<file path="src/logic/fsw_regs.vh">
// register map, field positions and timing constants of the watchdog
`ifndef FSW_REGS_VH
`define FSW_REGS_VH

// ----------------------------------------------------------------
// register byte addresses
// ----------------------------------------------------------------
`define FSW_AW            8
`define FSW_ADDR_CTRL     8'h00
`define FSW_ADDR_STATUS   8'h04
`define FSW_ADDR_PERIOD   8'h08
`define FSW_ADDR_IRQ_STAT 8'h0C
`define FSW_ADDR_IRQ_MASK 8'h10

// ----------------------------------------------------------------
// bus answers and reset values
// ----------------------------------------------------------------
`define FSW_RESP_OKAY     2'h0
`define FSW_RESP_SLVERR   2'h2
`define FSW_CTRL_RST      1'h0
`define FSW_MASK_RST      6'h00
`define FSW_DATA_ZERO     32'h00000000

// ----------------------------------------------------------------
// field positions
// ----------------------------------------------------------------
`define FSW_CTRL_FORCE    0
`define FSW_ST_QCNT_LO    0
`define FSW_ST_QCNT_HI    1
`define FSW_ST_OK         2
`define FSW_ST_OSC        3
`define FSW_ST_SUPPLY     4
`define FSW_ST_RELAY_PIN  5
`define FSW_ST_EN_PIN     6
`define FSW_IRQ_W         6
`define FSW_IRQ_GOOD      0
`define FSW_IRQ_BAD       1
`define FSW_IRQ_DROP      2
`define FSW_IRQ_OSC       3
`define FSW_IRQ_SUPPLY    4
`define FSW_IRQ_OKCHG     5

// ----------------------------------------------------------------
// watchdog window, in time-base clocks
// ----------------------------------------------------------------
`define FSW_QCNT_MIN      2'h0
`define FSW_QCNT_MAX      2'h3
`define FSW_TRIG_RATIO    8'h64
`define FSW_LO_NOK        8'h50
`define FSW_LO_OK         8'h4F
`define FSW_HI_NOK        8'hA9
`define FSW_HI_OK         8'hAA
`define FSW_DROP          8'hFA
`define FSW_PER_ZERO      8'h00
`define FSW_PER_ONE       8'h01

// ----------------------------------------------------------------
// oscillator supervision, in system clocks
// ----------------------------------------------------------------
// 500 us at a 100 MHz system clock
`define FSW_OSC_TIMEOUT_CYC 20'hC350
`define FSW_OSC_CNT_W      20

`endif

</file>
<file path="src/logic/pin_sync.v">
// three-stage input synchroniser with agreement filter and rise pulse
`timescale 1ns/1ps

module pin_sync #(
	parameter W = 1
) (
	input  wire         clk_sys,
	input  wire         reset,
	input  wire [W-1:0] pin_in,
	output reg  [W-1:0] level_q,
	output reg  [W-1:0] rise_q
);
	reg [W-1:0] s1_q;
	reg [W-1:0] s2_q;
	reg [W-1:0] s3_q;
	reg [W-1:0] level_d;
	integer     i;

	always @* begin
		for (i = 0; i < W; i = i + 1) begin
			level_d[i] = (s2_q[i] == s3_q[i]) ? s3_q[i] : level_q[i];
		end
	end

	always @(posedge clk_sys) begin
		if (reset) begin
			s1_q    <= {W{1'b0}};
			s2_q    <= {W{1'b0}};
			s3_q    <= {W{1'b0}};
			level_q <= {W{1'b0}};
			rise_q  <= {W{1'b0}};
		end else begin
			s1_q    <= pin_in;
			s2_q    <= s1_q;
			s3_q    <= s2_q;
			level_q <= level_d;
			rise_q  <= level_d & ~level_q;
		end
	end
endmodule // pin_sync

</file>
<file path="src/logic/failsafe_window_watchdog.v">
// fail-safe window watchdog with relay and enable gating, AXI4-Lite regs
//
// Added by the designer: the AXI4-Lite interface to the registers and the address map.
`timescale 1ns/1ps
`include "fsw_regs.vh"

// Overview of operation
// - trigger quality counter runs 0 to 3, up on good, down on bad
// - trigger rising edge clears window timer and clocks quality counter
// - quality counter reaching 3 sets window-ok and releases enable
// - no trigger within 250 time-base clocks clears counter and window-ok
// - quality counter decremented to 0 clears window-ok, enable driven
// - window-ok selects window bounds, shifted one clock for hysteresis
// - host triggers at one hundredth of the time-base frequency
// - oscillator failure clears quality counter and window-ok
// - supply fault or power-on reset returns watchdog to initial state
// - supply fault: relay off, reset low, enable driver on
// - bad trigger rate: relay off and enable driver on
// - relay driver follows relay request, pulling low when active
// - after power-up quality counter starts at 0 in fault state
// - period 80..169 clocks good, shorter too fast, longer too slow
module failsafe_window_watchdog #(
	parameter [`FSW_OSC_CNT_W-1:0] OSC_TIMEOUT_CYC = `FSW_OSC_TIMEOUT_CYC
) (
	input  wire                clk_sys,
	input  wire                reset,
	input  wire                trigger_in,
	input  wire                rc_osc_in,
	input  wire                relay_request,
	input  wire                undervolt_in,
	input  wire                overvolt_in,
	input  wire                relay_i,
	output wire                relay_o,
	output reg                 relay_oe,
	input  wire                enable_i,
	output wire                enable_o,
	output reg                 enable_oe,
	output reg                 reset_n,
	output reg                 window_ok,
	output reg                 irq,
	input  wire [`FSW_AW-1:0]  s_axi_awaddr,
	input  wire                s_axi_awvalid,
	output reg                 s_axi_awready,
	input  wire [31:0]         s_axi_wdata,
	input  wire [3:0]          s_axi_wstrb,
	input  wire                s_axi_wvalid,
	output reg                 s_axi_wready,
	output reg  [1:0]          s_axi_bresp,
	output reg                 s_axi_bvalid,
	input  wire                s_axi_bready,
	input  wire [`FSW_AW-1:0]  s_axi_araddr,
	input  wire                s_axi_arvalid,
	output reg                 s_axi_arready,
	output reg  [31:0]         s_axi_rdata,
	output reg  [1:0]          s_axi_rresp,
	output reg                 s_axi_rvalid,
	input  wire                s_axi_rready
);
	localparam [2:0] SEL_NONE = 3'h0;
	localparam [2:0] SEL_CTRL = 3'h1;
	localparam [2:0] SEL_STAT = 3'h2;
	localparam [2:0] SEL_PER  = 3'h3;
	localparam [2:0] SEL_IRQS = 3'h4;
	localparam [2:0] SEL_MASK = 3'h5;

	// ------------------------------------------------------------
	// address decode shared by read and write
	// ------------------------------------------------------------
	function [2:0] reg_sel;
		input [`FSW_AW-1:0] a;
		begin
			if (a == `FSW_ADDR_CTRL)
				reg_sel = SEL_CTRL;
			else if (a == `FSW_ADDR_STATUS)
				reg_sel = SEL_STAT;
			else if (a == `FSW_ADDR_PERIOD)
				reg_sel = SEL_PER;
			else if (a == `FSW_ADDR_IRQ_STAT)
				reg_sel = SEL_IRQS;
			else if (a == `FSW_ADDR_IRQ_MASK)
				reg_sel = SEL_MASK;
			else
				reg_sel = SEL_NONE;
		end
	endfunction

	// ------------------------------------------------------------
	// pin synchronisers
	// ------------------------------------------------------------
	wire [4:0] pin_level;
	wire [4:0] pin_rise;

	pin_sync #(
		.W (5)
	) u_sync (
		.clk_sys (clk_sys),
		.reset   (reset),
		.pin_in  ({overvolt_in, undervolt_in, relay_request,
			rc_osc_in, trigger_in}),
		.level_q (pin_level),
		.rise_q  (pin_rise)
	);

	wire trig_rise    = pin_rise[0];
	wire tb_tick      = pin_rise[1];
	wire relay_req    = pin_level[2];
	wire supply_fault = pin_level[3] | pin_level[4];

	// ------------------------------------------------------------
	// oscillator supervision
	// ------------------------------------------------------------
	reg [`FSW_OSC_CNT_W-1:0] osc_cnt_q;
	reg                      osc_fail;

	always @(posedge clk_sys) begin
		if (reset) begin
			osc_cnt_q <= {`FSW_OSC_CNT_W{1'b0}};
			osc_fail  <= 1'b0;
		end else if (tb_tick) begin
			osc_cnt_q <= {`FSW_OSC_CNT_W{1'b0}};
			osc_fail  <= 1'b0;
		end else if (osc_cnt_q == OSC_TIMEOUT_CYC) begin
			osc_fail  <= 1'b1;
		end else begin
			osc_cnt_q <= osc_cnt_q + {{(`FSW_OSC_CNT_W-1){1'b0}}, 1'b1};
		end
	end

	// ------------------------------------------------------------
	// window evaluation and quality counter
	// ------------------------------------------------------------
	reg [1:0] qcnt_q;
	reg [1:0] qcnt_d;
	reg       ok_d;
	reg [7:0] per_q;
	reg [7:0] per_d;
	reg [7:0] last_q;
	reg [7:0] last_d;
	reg       ev_good;
	reg       ev_bad;
	reg       ev_drop;
	wire      in_window;

	assign in_window = window_ok ?
		(per_q >= `FSW_LO_OK  && per_q <= `FSW_HI_OK) :
		(per_q >= `FSW_LO_NOK && per_q <= `FSW_HI_NOK);

	always @* begin
		qcnt_d  = qcnt_q;
		ok_d    = window_ok;
		per_d   = per_q;
		last_d  = last_q;
		ev_good = 1'b0;
		ev_bad  = 1'b0;
		ev_drop = 1'b0;
		if (supply_fault) begin
			qcnt_d = `FSW_QCNT_MIN;
			ok_d   = 1'b0;
			per_d  = `FSW_PER_ZERO;
		end else if (osc_fail) begin
			qcnt_d = `FSW_QCNT_MIN;
			ok_d   = 1'b0;
			per_d  = `FSW_PER_ZERO;
		end else if (trig_rise) begin
			per_d  = `FSW_PER_ZERO;
			last_d = per_q;
			if (in_window) begin
				ev_good = 1'b1;
				if (qcnt_q != `FSW_QCNT_MAX)
					qcnt_d = qcnt_q + 2'h1;
			end else begin
				ev_bad = 1'b1;
				if (qcnt_q != `FSW_QCNT_MIN)
					qcnt_d = qcnt_q - 2'h1;
			end
			if (qcnt_d == `FSW_QCNT_MAX)
				ok_d = 1'b1;
			else if (ev_bad && qcnt_d == `FSW_QCNT_MIN)
				ok_d = 1'b0;
		end else if (tb_tick && per_q != `FSW_DROP) begin
			per_d = per_q + `FSW_PER_ONE;
			if (per_d == `FSW_DROP) begin
				ev_drop = 1'b1;
				qcnt_d  = `FSW_QCNT_MIN;
				ok_d    = 1'b0;
			end
		end
	end

	always @(posedge clk_sys) begin
		if (reset) begin
			qcnt_q    <= `FSW_QCNT_MIN;
			window_ok <= 1'b0;
			per_q     <= `FSW_PER_ZERO;
			last_q    <= `FSW_PER_ZERO;
		end else begin
			qcnt_q    <= qcnt_d;
			window_ok <= ok_d;
			per_q     <= per_d;
			last_q    <= last_d;
		end
	end

	// ------------------------------------------------------------
	// output drivers
	// ------------------------------------------------------------
	reg force_safe_q;
	reg pin_low_q;

	assign relay_o  = pin_low_q;
	assign enable_o = pin_low_q;

	always @(posedge clk_sys) begin
		if (reset) begin
			pin_low_q <= 1'b0;
			relay_oe  <= 1'b0;
			enable_oe <= 1'b1;
			reset_n   <= 1'b0;
		end else begin
			pin_low_q <= 1'b0;
			relay_oe  <= relay_req & ~supply_fault
				& window_ok & ~force_safe_q;
			enable_oe <= supply_fault | ~window_ok
				| force_safe_q;
			reset_n   <= ~supply_fault;
		end
	end

	// ------------------------------------------------------------
	// event capture and interrupt
	// ------------------------------------------------------------
	reg  [`FSW_IRQ_W-1:0] irq_stat_q;
	reg  [`FSW_IRQ_W-1:0] irq_stat_d;
	reg  [`FSW_IRQ_W-1:0] irq_mask_q;
	reg                   osc_fail_dq;
	reg                   supply_dq;
	wire                  rd_take;
	wire [`FSW_IRQ_W-1:0] events;

	assign rd_take = s_axi_arready & s_axi_arvalid;

	assign events = {ok_d != window_ok,
		supply_fault & ~supply_dq,
		osc_fail & ~osc_fail_dq,
		ev_drop, ev_bad, ev_good};

	always @* begin
		irq_stat_d = irq_stat_q | events;
		// a new event wins over the clear by read
		if (rd_take && reg_sel(s_axi_araddr) == SEL_IRQS)
			irq_stat_d = events;
	end

	always @(posedge clk_sys) begin
		if (reset) begin
			irq_stat_q  <= {`FSW_IRQ_W{1'b0}};
			osc_fail_dq <= 1'b0;
			supply_dq   <= 1'b0;
			irq         <= 1'b0;
		end else begin
			irq_stat_q  <= irq_stat_d;
			osc_fail_dq <= osc_fail;
			supply_dq   <= supply_fault;
			irq         <= |(irq_stat_d & irq_mask_q);
		end
	end

	// ------------------------------------------------------------
	// register read mux
	// ------------------------------------------------------------
	reg [31:0] rd_d;
	reg        rd_err;

	always @* begin
		rd_d   = `FSW_DATA_ZERO;
		rd_err = 1'b0;
		case (reg_sel(s_axi_araddr))
			SEL_CTRL: rd_d[`FSW_CTRL_FORCE] = force_safe_q;
			SEL_STAT: begin
				rd_d[`FSW_ST_QCNT_HI:`FSW_ST_QCNT_LO] = qcnt_q;
				rd_d[`FSW_ST_OK]        = window_ok;
				rd_d[`FSW_ST_OSC]       = osc_fail;
				rd_d[`FSW_ST_SUPPLY]    = supply_fault;
				rd_d[`FSW_ST_RELAY_PIN] = relay_i;
				rd_d[`FSW_ST_EN_PIN]    = enable_i;
			end
			SEL_PER:  rd_d[7:0] = last_q;
			SEL_IRQS: rd_d[`FSW_IRQ_W-1:0] = irq_stat_q;
			SEL_MASK: rd_d[`FSW_IRQ_W-1:0] = irq_mask_q;
			default:  rd_err = 1'b1;
		endcase
	end

	// ------------------------------------------------------------
	// AXI4-Lite write channel
	// ------------------------------------------------------------
	reg               aw_hold_q;
	reg               w_hold_q;
	reg [`FSW_AW-1:0] awaddr_q;
	reg [31:0]        wdata_q;
	reg [3:0]         wstrb_q;
	wire [2:0]        wsel = reg_sel(awaddr_q);

	always @(posedge clk_sys) begin
		if (reset) begin
			s_axi_awready <= 1'b0;
			s_axi_wready  <= 1'b0;
			s_axi_bvalid  <= 1'b0;
			s_axi_bresp   <= `FSW_RESP_OKAY;
			aw_hold_q     <= 1'b0;
			w_hold_q      <= 1'b0;
			awaddr_q      <= {`FSW_AW{1'b0}};
			wdata_q       <= `FSW_DATA_ZERO;
			wstrb_q       <= 4'h0;
			force_safe_q  <= `FSW_CTRL_RST;
			irq_mask_q    <= `FSW_MASK_RST;
		end else begin
			if (s_axi_awready && s_axi_awvalid) begin
				aw_hold_q     <= 1'b1;
				awaddr_q      <= s_axi_awaddr;
				s_axi_awready <= 1'b0;
			end else if (!aw_hold_q && !s_axi_bvalid) begin
				s_axi_awready <= 1'b1;
			end
			if (s_axi_wready && s_axi_wvalid) begin
				w_hold_q     <= 1'b1;
				wdata_q      <= s_axi_wdata;
				wstrb_q      <= s_axi_wstrb;
				s_axi_wready <= 1'b0;
			end else if (!w_hold_q && !s_axi_bvalid) begin
				s_axi_wready <= 1'b1;
			end
			if (aw_hold_q && w_hold_q && !s_axi_bvalid) begin
				aw_hold_q    <= 1'b0;
				w_hold_q     <= 1'b0;
				s_axi_bvalid <= 1'b1;
				s_axi_bresp  <= (wsel == SEL_NONE) ?
					`FSW_RESP_SLVERR : `FSW_RESP_OKAY;
				if (wstrb_q[0] && wsel == SEL_CTRL)
					force_safe_q <= wdata_q[`FSW_CTRL_FORCE];
				if (wstrb_q[0] && wsel == SEL_MASK)
					irq_mask_q <= wdata_q[`FSW_IRQ_W-1:0];
			end else if (s_axi_bvalid && s_axi_bready) begin
				s_axi_bvalid <= 1'b0;
			end
		end
	end

	// ------------------------------------------------------------
	// AXI4-Lite read channel
	// ------------------------------------------------------------
	always @(posedge clk_sys) begin
		if (reset) begin
			s_axi_arready <= 1'b0;
			s_axi_rvalid  <= 1'b0;
			s_axi_rdata   <= `FSW_DATA_ZERO;
			s_axi_rresp   <= `FSW_RESP_OKAY;
		end else if (rd_take) begin
			s_axi_arready <= 1'b0;
			s_axi_rvalid  <= 1'b1;
			s_axi_rdata   <= rd_d;
			s_axi_rresp   <= rd_err ? `FSW_RESP_SLVERR : `FSW_RESP_OKAY;
		end else if (s_axi_rvalid && s_axi_rready) begin
			s_axi_rvalid  <= 1'b0;
		end else if (!s_axi_rvalid) begin
			s_axi_arready <= 1'b1;
		end
	end
endmodule // failsafe_window_watchdog

</file>
<file path="config.mk">
export PLATFORM = sky130hd
export DESIGN_NAME = failsafe_window_watchdog
export DESIGN_NICKNAME = d
export VERILOG_FILES = /design/src/logic/pin_sync.v /design/src/logic/failsafe_window_watchdog.v
export VERILOG_INCLUDE_DIRS = /design/src /design/src/logic
export SDC_FILE = /design/constraint.sdc
export NUM_CORES = 1
export LEC_CHECK = 0
export CELL_PAD_IN_SITES_DETAIL_PLACEMENT = 1
export CELL_PAD_IN_SITES_GLOBAL_PLACEMENT = 1
export CORE_UTILIZATION = 50
export CTS_CLUSTER_DIAMETER = 60
export DETAILED_ROUTE_END_ITERATION = 8
export DONT_BUFFER_PORTS = 1
export PLACE_DENSITY = 0.92
export SYNTH_ARGS = -nofsm -noshare
export SYNTH_HDL_FRONTEND = slang
export SYNTH_SLANG_ARGS = --single-unit
</file>
<file path="constraint.sdc">
create_clock -name clk_sys -period 3.7 [get_ports clk_sys]
set_clock_uncertainty 0.1 [all_clocks]
set_input_delay 0.37 -clock clk_sys [delete_from_list [all_inputs] [get_ports clk_sys]]
set_output_delay 0.37 -clock clk_sys [all_outputs]
set_load 0.05 [all_outputs]
</file>
==> flow_summary_export.csv, run 1 <==
group,metric,value,unit
finish,areaGrowthSynthToFinish,18.22,%
finish,fillers,1078,
drt,dr.pass1.iters,6,
sta,fin_hold_ws,0.03247,ns
clocking,htreeDepth,4,
synth,netlist_area,4938,sq um
global_routing,grt_max_degree,78,
finish,finalNetCount,691,
floorplan,core_area,9415,sq um
floorplan,ios,114,
sta,slew_viol_final,0,
worst_setup_path,r2r_end,"irq",
power,power.switching,769.7,uW
worst_setup_path,cp.required,4.00,ns
worst_setup_path,timing.rr.start,"per_q[0]",
worst_setup_path,path_cells,"inv_1 > ha_1 > nor3b_1 > o2bb2ai_1 > o311ai_0 > nor4b_1 > a211o_1 > a221o_1",
drt,drtIter0Drc,257,
hold_path,hold-path-cell-count,3,
sta,fin_tns_setup,0,ns
floorplan,fp.dieW,101.4,um
synth,synth_edf_count,0,
global_routing,track_usage,0.3324,
synth,yosys_most_used_dff,"dfxtp_1",
worst_setup_path,start_kind,"flip-flop",
synth,synth_cell_types,61,
synth,synth_top_area_cell,"dfxtp_1",
clocking,cts_setup_buffers,0,
floorplan,initial_core_util,0.5245,
finish,fin_area,5838,sq um
global_routing,grt_pass1_vias,4775,
job,maxCapViolCount,0,
power,p_per_area,524.4,nW/um^2
placement,dp_hpwl,8791,um
drt,remaining_drc_errors,0,
worst_setup_path,worstPathMaxFanout,8,
synth,syn_inst,590,
power,clkPwrFrac,0.516,
power,seqPwrFrac,0.423,
power,p_int,2292,uW
drt,via_per_inst,6.014,
synth,synth_seq_cells,113,
drt,ant_nets,0,
drt,via_count,4571,
synth,avgSynthCellArea,8.370,sq um
worst_setup_path,cp.arrival,3.09,ns
worst_setup_path,reg2reg_slack,0.91,ns
global_routing,antenna_found_initial,0,
hold_path,hold_path_end,"s_axi_rresp[1]",
clocking,path_clk_slew,0.06,ns
worst_setup_path,ff2ff_path_depth,8,
placement,routabilityCongestion,0.8275,
floorplan,die_h,101.4,um
outcome,outcome,"finished, final reports clean",
sta,hold_viol_final,0,
synth,ys_top_cells_by_area,"dfxtp_1 (46%), a21oi_1 (5.7%), nand2_1 (5.1%), nor2_1 (4.9%), buf_4 (4.3%)",
sta,max_slew_margin,0.3226,
clocking,cts_tree,"built",
worst_setup_path,startpoint,"per_q[0]",
finish,antenna_cells,0,
power,p_leak,0.002099,uW
finish,final_core_util,0.6201,
sta,rsz0062_at_grt,"false",
sta,finalSetupViolCount,0,
floorplan,dieArea,10280,sq um
worst_setup_path,worstPathBufferInverterCount,1,
clocking,cts_buffer_depth,2,
sta,fin_crit,2.792,ns
finish,stdcell_count,760,
worst_setup_path,worstSetupPathType,"flip-flop to flip-flop",
worst_setup_path,slowest_stage,"dfxtp_1",
synth,async_reset_ff_frac,0,
drt,wl_per_cell,20.92,um
sta,worst_pin_slew,1.002,ns
placement,placed_area,4896,sq um
floorplan,rows,35,
sta,max_freq,0.3582,GHz
synth,synth_warnings,0,
finish,final_cell_mix,"dfxtp_1 (113), nand2_1 (67), nor2_1 (65), a21oi_1 (56), dlygate4sd3_1 (35)",
finish,drive_gt1_frac,0.06181,
sta,fin_crit_sh,0.7546,
clocking,numCtsBuffers,17,
power,combPwrFrac,0.060,
clocking,cts.sinks,113,
clocking,clk-insertion-delay-late,0.52,ns
clocking,root_buffer,"clkbuf_8",
drt,wl,15900,um
placement,io_buffer_count,0,
finish,final_common_cell,"dfxtp_1",
synth,ys_seq_area_frac,0.4581,
synth,synth.top_cell.area_share,0.4581,
worst_setup_path,cpPeakStageDelay,0.53,ns
global_routing,grt-ovfl-total,0,
power,p_sw_frac,0.2514,
hold_path,hold_class,"primary input to flip-flop",
worst_setup_path,critPathTopFamily,"compound AO/OA/AOI/OAI gates",
global_routing,grt_first_pass_wirelength,25540,um
hold_path,worstHoldStart,"reset",
power,irDropWorstVdd,0.0003196,V
worst_setup_path,crit_path_end_kind,"flip-flop",
placement,placed_cells,692,
logic make-up after synthesis:
group           share of synthesized area
compound gates                     0.1295
xor+xnor                          0.03724
fa+ha+maj                         0.02179
buf+inv                           0.07854
flops                              0.4581
mux                               0.02432
other cells                     0.0007593
simple gates                       0.2498
synthesized netlist by cell type (4+ instances only):
library cell    n
nand2_1        67
nor2b_1        20
o21ai_0        19
xor2_1         13
nor3_1         17
nor4_1          5
clkbuf_1       24
nand4_1         9
xnor2_1         8
a21oi_1        56
nand3_1        31
nor4b_1         4
ha_1            7
nor2_1         65
or3_1           7
inv_1          20
a22oi_1         6
dfxtp_1       113
mux2i_1        12
buf_4          28
and2_1          4
layout make-up:
type | instances | area (sq um) | share of cell area
clock buffer | 23 | 456.7 | 0.07823
multi-input combinational | 429 | 2390 | 0.4093
tap | 129 | 161.4 | 0.02765
inverter | 20 | 75.07 | 0.01286
clock inverter | 9 | 107.6 | 0.01843
timing repair buffer | 37 | 385.4 | 0.06601
sequential | 113 | 2262 | 0.3875
power by group through the flow:
stage	Sequential (uW)	Combinational [uW]	Clock, uW
final	1300	185	1580
after global placement	1310	123	0
after floorplan	1300	161	0
after global routing	1300	197	1650
after CTS	1290	176	1560
after detailed placement	1320	130	0
worst min-delay path, stage by stage:
cell     delay [ns]
inv_1          0.08
o21ai_0        0.10
nor2_1         0.05
how the worst max path moves through the flow:
stage	endpoint	slack [ns]	cells past startpoint
after floorplan	irq	1.20	7
after global placement	irq	0.95	7
after detailed placement	irq	0.89	7
after CTS	irq	1.08	8
after global routing	irq	0.83	8
final	irq	0.91	8
through the flow:
stage,total power (uW),setup slack (ns)
floorplan,1466,1.197
global placement,1438,0.9500
detailed placement,1448,0.8897
CTS,3034,1.081
global route,3144,0.8321
finish,3061,0.9081
routing by layer:
layer / part of all wire / vias up / wire, um / track usage
met4: 0.042 / 0 / 668 / 0.1951
met5: 0 / - / 0 / 0
met1: 0.40 / 2258 / 6291 / 0.3746
li1: - / 2042 / - / -
met3: 0.061 / 58 / 977 / 0.08558
met2: 0.50 / 213 / 7961 / 0.5693
what timing repair did:
action,4_1_cts,5_1_grt
resized for setup,0,0
endpoints found under the hold margin,77,0
hold buffers,36,0
registers in the layout (all words and copies together), names as in the netlist, 2 cells and up:
name,flops
u_sync.s3_q,5
s_axi_rdata,8
u_sync.s2_q,5
u_sync.level_q,5
u_sync.rise_q,2
wdata_q,6
u_sync.s1_q,5
qcnt_q,2
osc_cnt_q,20
awaddr_q,8
last_q,8
irq_stat_q,6
irq_mask_q,6
per_q,8
Power figures use the tool's default switching activity.
==> run 2: changes to the inputs <==
- CORE_UTILIZATION: 50 -> 46
- PLACE_DENSITY: 0.92 -> 0.86
- clock period: 3.7 -> 2.81 ns (I/O delays scaled with it)
==> run 2 against run 1 <==
Critical path depth did not move; first-iteration DRC count shrank 8.6%; utilization fell by 4.1 points; largest power group unchanged.
==> flow_summary_export.csv, run 2 (synthesis gave the netlist of run 1 again) <==
group,metric,value,unit
sta,fin_crit_sh,0.8958,
outcome,outcome,"finished, final reports clean",
worst_setup_path,worstSetupPathType,"flip-flop to flip-flop",
hold_path,hold_class,"primary input to flip-flop",
finish,drive_gt1_frac,0.07644,
worst_setup_path,ff2ff_path_depth,8,
sta,fin_tns_setup,0,ns
clocking,cts_buffer_depth,2,
clocking,clk-insertion-delay-late,0.53,ns
placement,routabilityCongestion,0.8057,
global_routing,track_usage,0.2883,
clocking,path_clk_slew,0.06,ns
finish,final_common_cell,"dfxtp_1",
clocking,cts_tree,"built",
floorplan,ios,114,
worst_setup_path,slowest_stage,"dfxtp_1",
worst_setup_path,critPathTopFamily,"compound AO/OA/AOI/OAI gates",
worst_setup_path,worstPathMaxFanout,8,
drt,via_count,4450,
clocking,cts.sinks,113,
worst_setup_path,path_cells,"inv_1 > ha_1 > nor3b_1 > o2bb2ai_1 > o311ai_0 > nor4b_1 > a211o_1 > a221o_1",
worst_setup_path,worstPathBufferInverterCount,1,
power,p_leak,0.002184,uW
placement,pre_cts_slack,0.2537,ns
worst_setup_path,crit_path_end_kind,"flip-flop",
drt,dr.pass1.iters,4,
finish,seq_area,2262,sq um
power,report.power.total,4273,uW
drt,wl_per_cell,19.55,um
finish,finalNetCount,703,
clocking,root_buffer,"clkbuf_8",
job,maxCapViolCount,0,
global_routing,grt_first_pass_wirelength,24670,um
drt,drtIter0Drc,235,
drt,wl,15230,um
finish,largest_reg_flops,20,
clocking,numCtsBuffers,17,
floorplan,fp.dieW,105.6,um
power,p_per_area,711.6,nW/um^2
sta,slew_viol_final,0,
finish,areaGrowthSynthToFinish,21.59,%
hold_path,hold-path-cell-count,2,
worst_setup_path,cpPeakStageDelay,0.49,ns
placement,dp_hpwl,8661,um
finish,multi_input_area,2390,sq um
worst_setup_path,start_kind,"flip-flop",
sta,hold_viol_final,0,
worst_setup_path,r2r_end,"irq",
sta,max_slew_margin,0.5075,
finish,regMostFlops,"osc_cnt_q",
worst_setup_path,cp.arrival,2.83,ns
worst_setup_path,reg2reg_slack,0.29,ns
drt,via_per_inst,5.712,
global_routing,grt_max_degree,80,
sta,rsz0062_at_grt,"false",
sta,worst_pin_slew,0.7330,ns
power,irDropWorstVdd,0.0004660,V
hold_path,worstHoldStart,"reset",
floorplan,dieArea,11150,sq um
global_routing,grt-ovfl-total,0,
floorplan,initial_core_util,0.4762,
worst_setup_path,cp.required,3.12,ns
drt,remaining_drc_errors,0,
placement,io_buffer_count,0,
global_routing,grt_pass1_vias,4805,
sta,final.setup.worst_slack,0.2929,ns
floorplan,rows,37,
sta,finalSetupViolCount,0,
sta,fin_crit,2.517,ns
drt,ant_nets,0,
finish,final_cell_mix,"dfxtp_1 (113), nand2_1 (67), nor2_1 (65), a21oi_1 (56), dlygate4sd3_1 (38)",
floorplan,core_area,10370,sq um
global_routing,antenna_found_initial,2,
finish,fillers,1245,
sta,max_freq,0.3973,GHz
clocking,htreeDepth,4,
hold_path,hold_path_end,"u_sync.s1_q[2]",
floorplan,die_h,105.6,um
worst_setup_path,timing.rr.start,"per_q[0]",
==> run 2: cell count changes in the layout (fill, tap and decap cells not counted), moves of 2 or more <==
cell / previous run / this run
diode_2: 0 / 2
bufinv_16: 2 / 5
dlygate4sd3_1: 35 / 38
buf_4: 1 / 10
clkbuf_1: 4 / 1
clkinv_4: 2 / 0
==> run 2: timing repair <==
| item | CTS | global route |
|---|---|---|
| gates resized for setup | 0 | 0 |
| setup buffers | 0 | 0 |
| hold endpoints to repair | 84 | 0 |
| hold buffers | 39 | 0 |
==> run 2: report_power, final <==
part / leakage, uW / total (uW) / switching, uW / internal (uW)
combinational: 0.000972 / 284 / 203 / 81.7
sequential: 0.000917 / 1680 / 39.6 / 1640
clock: 0.000296 / 2310 / 773 / 1540
total: 0.00218 / 4270 / 1020 / 3260
==> run 2: per-stage QoR <==
step                      std cells  utilization  hold WS (ns)  area, sq um
after CTS                       777       0.5785      0.003217         6000
after floorplan                 617            -        0.2902         5040
final                           779       0.5790       0.01992         6005
after global placement          708       0.4795        0.2592         4972
after detailed placement        708       0.4795        0.2601         4972
after global routing            779       0.5790       0.04832         6005
==> run 2: per-layer routing <==
layer	track usage	up-vias	wire, um
met5	0	-	0
met4	0.1478	0	480
met2	0.5080	137	8055
met3	0.07545	36	716
li1	-	2068	-
met1	0.3190	2209	5975
==> run 2: how the worst max path moves through the flow <==
stage / from / to / slack [ns] / cells after the start
2_1_floorplan: s_axi_araddr[7] / irq / 0.40 / 7
3_3_place_gp: s_axi_araddr[7] / irq / 0.29 / 7
3_5_place_dp: s_axi_araddr[7] / irq / 0.25 / 7
4_1_cts: per_q[0] / irq / 0.33 / 8
5_1_grt: per_q[1] / irq / 0.15 / 8
6_report: per_q[0] / irq / 0.29 / 8
==> run 2: final cells by class <==
class,count,area share
inverter,20,0.01250
clock buffer,19,0.07189
antenna,2,0.0008335
tap,136,0.02834
multi-input combinational,429,0.3980
sequential,113,0.3767
timing repair buffer,49,0.08043
clock inverter,11,0.03126
==> run 3: changes to the inputs <==
- CORE_UTILIZATION: 46 -> 47
- PLACE_DENSITY: 0.86 -> 0.87
- SYNTH_HIERARCHICAL: unset -> 1
==> run 3 against run 2 <==
Die area shrank 1.1%; wire length shrank 1.5%; synthesized area grew 1.1%; largest power group unchanged.
==> flow_summary_export.csv, run 3 <==
group,metric,value,unit
finish,final_cell_mix,"dfxtp_1 (113), nor2_1 (63), nand2_1 (61), a21oi_1 (46), dlygate4sd3_1 (30)",
floorplan,core_area,10320,sq um
job,maxCapViolCount,0,
power,seqPwrFrac,0.410,
sta,fin_tns_setup,0,ns
sta,max_freq,0.3987,GHz
worst_setup_path,cp.required,3.11,ns
finish,areaGrowthSynthToFinish,17.75,%
sta,hold_viol_final,0,
finish,stdcell_count,750,
drt,wl_per_cell,20.01,um
finish,regMostFlops,"osc_cnt_q",
hold_path,worstHoldStart,"reset",
sta,rsz0062_at_grt,"false",
floorplan,ios,114,
worst_setup_path,crit_path_end_kind,"flip-flop",
power,irDropWorstVdd,0.0003643,V
drt,dr.pass1.iters,5,
clocking,cts_tree,"built",
clocking,clk-insertion-delay-late,0.53,ns
power,combPwrFrac,0.061,
placement,placed_cells,687,
floorplan,fp.dieW,105.1,um
hold_path,hold-path-cell-count,2,
placement,routabilityCongestion,0.8574,
clocking,htreeDepth,4,
global_routing,antenna_found_initial,0,
drt,met3_length,801,um
clocking,root_buffer,"clkbuf_8",
worst_setup_path,r2r_end,"irq",
power,p_leak,0.002121,uW
worst_setup_path,worstSetupPathType,"flip-flop to flip-flop",
hold_path,hold_path_end,"s_axi_rdata[1]",
placement,io_buffer_count,0,
power,p_int,3122,uW
floorplan,dieArea,11040,sq um
worst_setup_path,start_kind,"flip-flop",
clocking,post_cts_resized,0,
drt,remaining_drc_errors,0,
finish,fillers,1181,
sta,worst_pin_slew,0.9498,ns
drt,drtIter0Drc,285,
synth,netlist_area,4991,sq um
global_routing,grt_pass1_vias,4592,
drt,ant_nets,0,
power,clkPwrFrac,0.528,
global_routing,track_usage,0.2869,
worst_setup_path,ff2ff_path_depth,7,
sta,finalSetupViolCount,0,
drt,met1_length,6019,um
sta,slew_viol_final,0,
power,p_per_area,704.9,nW/um^2
floorplan,die_h,105.1,um
power,p_sw_frac,0.2463,
clocking,numCtsBuffers,17,
finish,finalNetCount,674,
clocking,cts_setup_buffers,0,
floorplan,rows,37,
finish,drive_gt1_frac,0.08646,
clocking,cts.sinks,113,
sta,max_slew_margin,0.3660,
synth,syn_inst,575,
outcome,outcome,"finished, final reports clean",
clocking,path_clk_slew,0.06,ns
worst_setup_path,timing.rr.start,"per_q[1]",
sta,fin_crit_sh,0.8927,
power,power.switching,1020,uW
drt,wl,15010,um
drt,via_per_inst,5.785,
worst_setup_path,cp.arrival,2.80,ns
synth,synth_warnings,6,
global_routing,grt_max_degree,73,
worst_setup_path,reg2reg_slack,0.30,ns
clocking,cts_buffer_depth,2,
global_routing,grt-ovfl-total,0,
drt,highest_layer,"met4",
sta,fin_hold_ws,0.01363,ns
drt,wl_met2,7610,um
finish,final_common_cell,"dfxtp_1",
synth,avgSynthCellArea,8.680,sq um
floorplan,initial_core_util,0.4835,
finish,largest_reg_flops,20,
drt,via_count,4339,
clocking,cts_hold_buf,31,
placement,dp_hpwl,7999,um
global_routing,grt_first_pass_wirelength,24390,um
sta,fin_crit,2.508,ns
worst_setup_path,worstPathMaxFanout,9,
hold_path,hold_class,"primary input to flip-flop",
==> run 3: per-layer routing <==
metal | vias to the layer above | global-route usage
li1 | 1970 | -
met1 | 2119 | 0.3302
met2 | 198 | 0.4976
met3 | 52 | 0.05802
met4 | 0 | 0.1569
met5 | - | 0
==> run 3: metrics by stage <==
stage               utilization  power, uW  setup slack [ns]  cell area (sq um)
detailed placement       0.4798       1915            0.4853               4954
CTS                      0.5690       4126            0.4067               5874
finish                   0.5693       4143            0.3016               5877
floorplan                     -       1939            0.6293               5092
global route             0.5690       4256            0.1198               5874
global placement         0.4798       1904            0.5609               4954
==> run 3: worst max path at each step <==
stage | from | endpoint | slack (ns) | depth (start not counted)
3_3_place_gp | per_q[1] | irq | 0.56 | 7
3_5_place_dp | per_q[1] | irq | 0.49 | 7
2_1_floorplan | s_axi_arready | irq | 0.63 | 7
6_report | per_q[1] | irq | 0.30 | 7
5_1_grt | per_q[1] | irq | 0.12 | 7
4_1_cts | per_q[1] | irq | 0.41 | 7
==> run 3: critical path, cell delays in order (launching register included) <==
cell,delay [ns]
dfxtp_1,0.49
ha_1,0.26
nand2_1,0.10
o21ai_0,0.25
a311oi_1,0.15
a2111oi_1,0.56
a21oi_1,0.15
a221o_1,0.32
==> run 3: power groups by stage <==
stage	clock, uW	combinational (uW)	sequential (uW)
6_report	2190	255	1700
5_1_grt	2280	274	1700
4_1_cts	2180	246	1700
3_5_place_dp	0	186	1730
3_3_place_gp	0	179	1730
2_1_floorplan	0	222	1720
==> run 3: layout make-up <==
cell class,count,area (sq um),share of cell area
multi-input cells,414,2416,0.4111
flip-flops and latches,113,2262,0.3849
clock buffers,21,459.2,0.07813
repair buffers,35,357.8,0.06089
well taps,136,170.2,0.02895
clock inverters,10,133.9,0.02278
inverters,20,75.07,0.01277
diodes,1,2.502,0.0004258
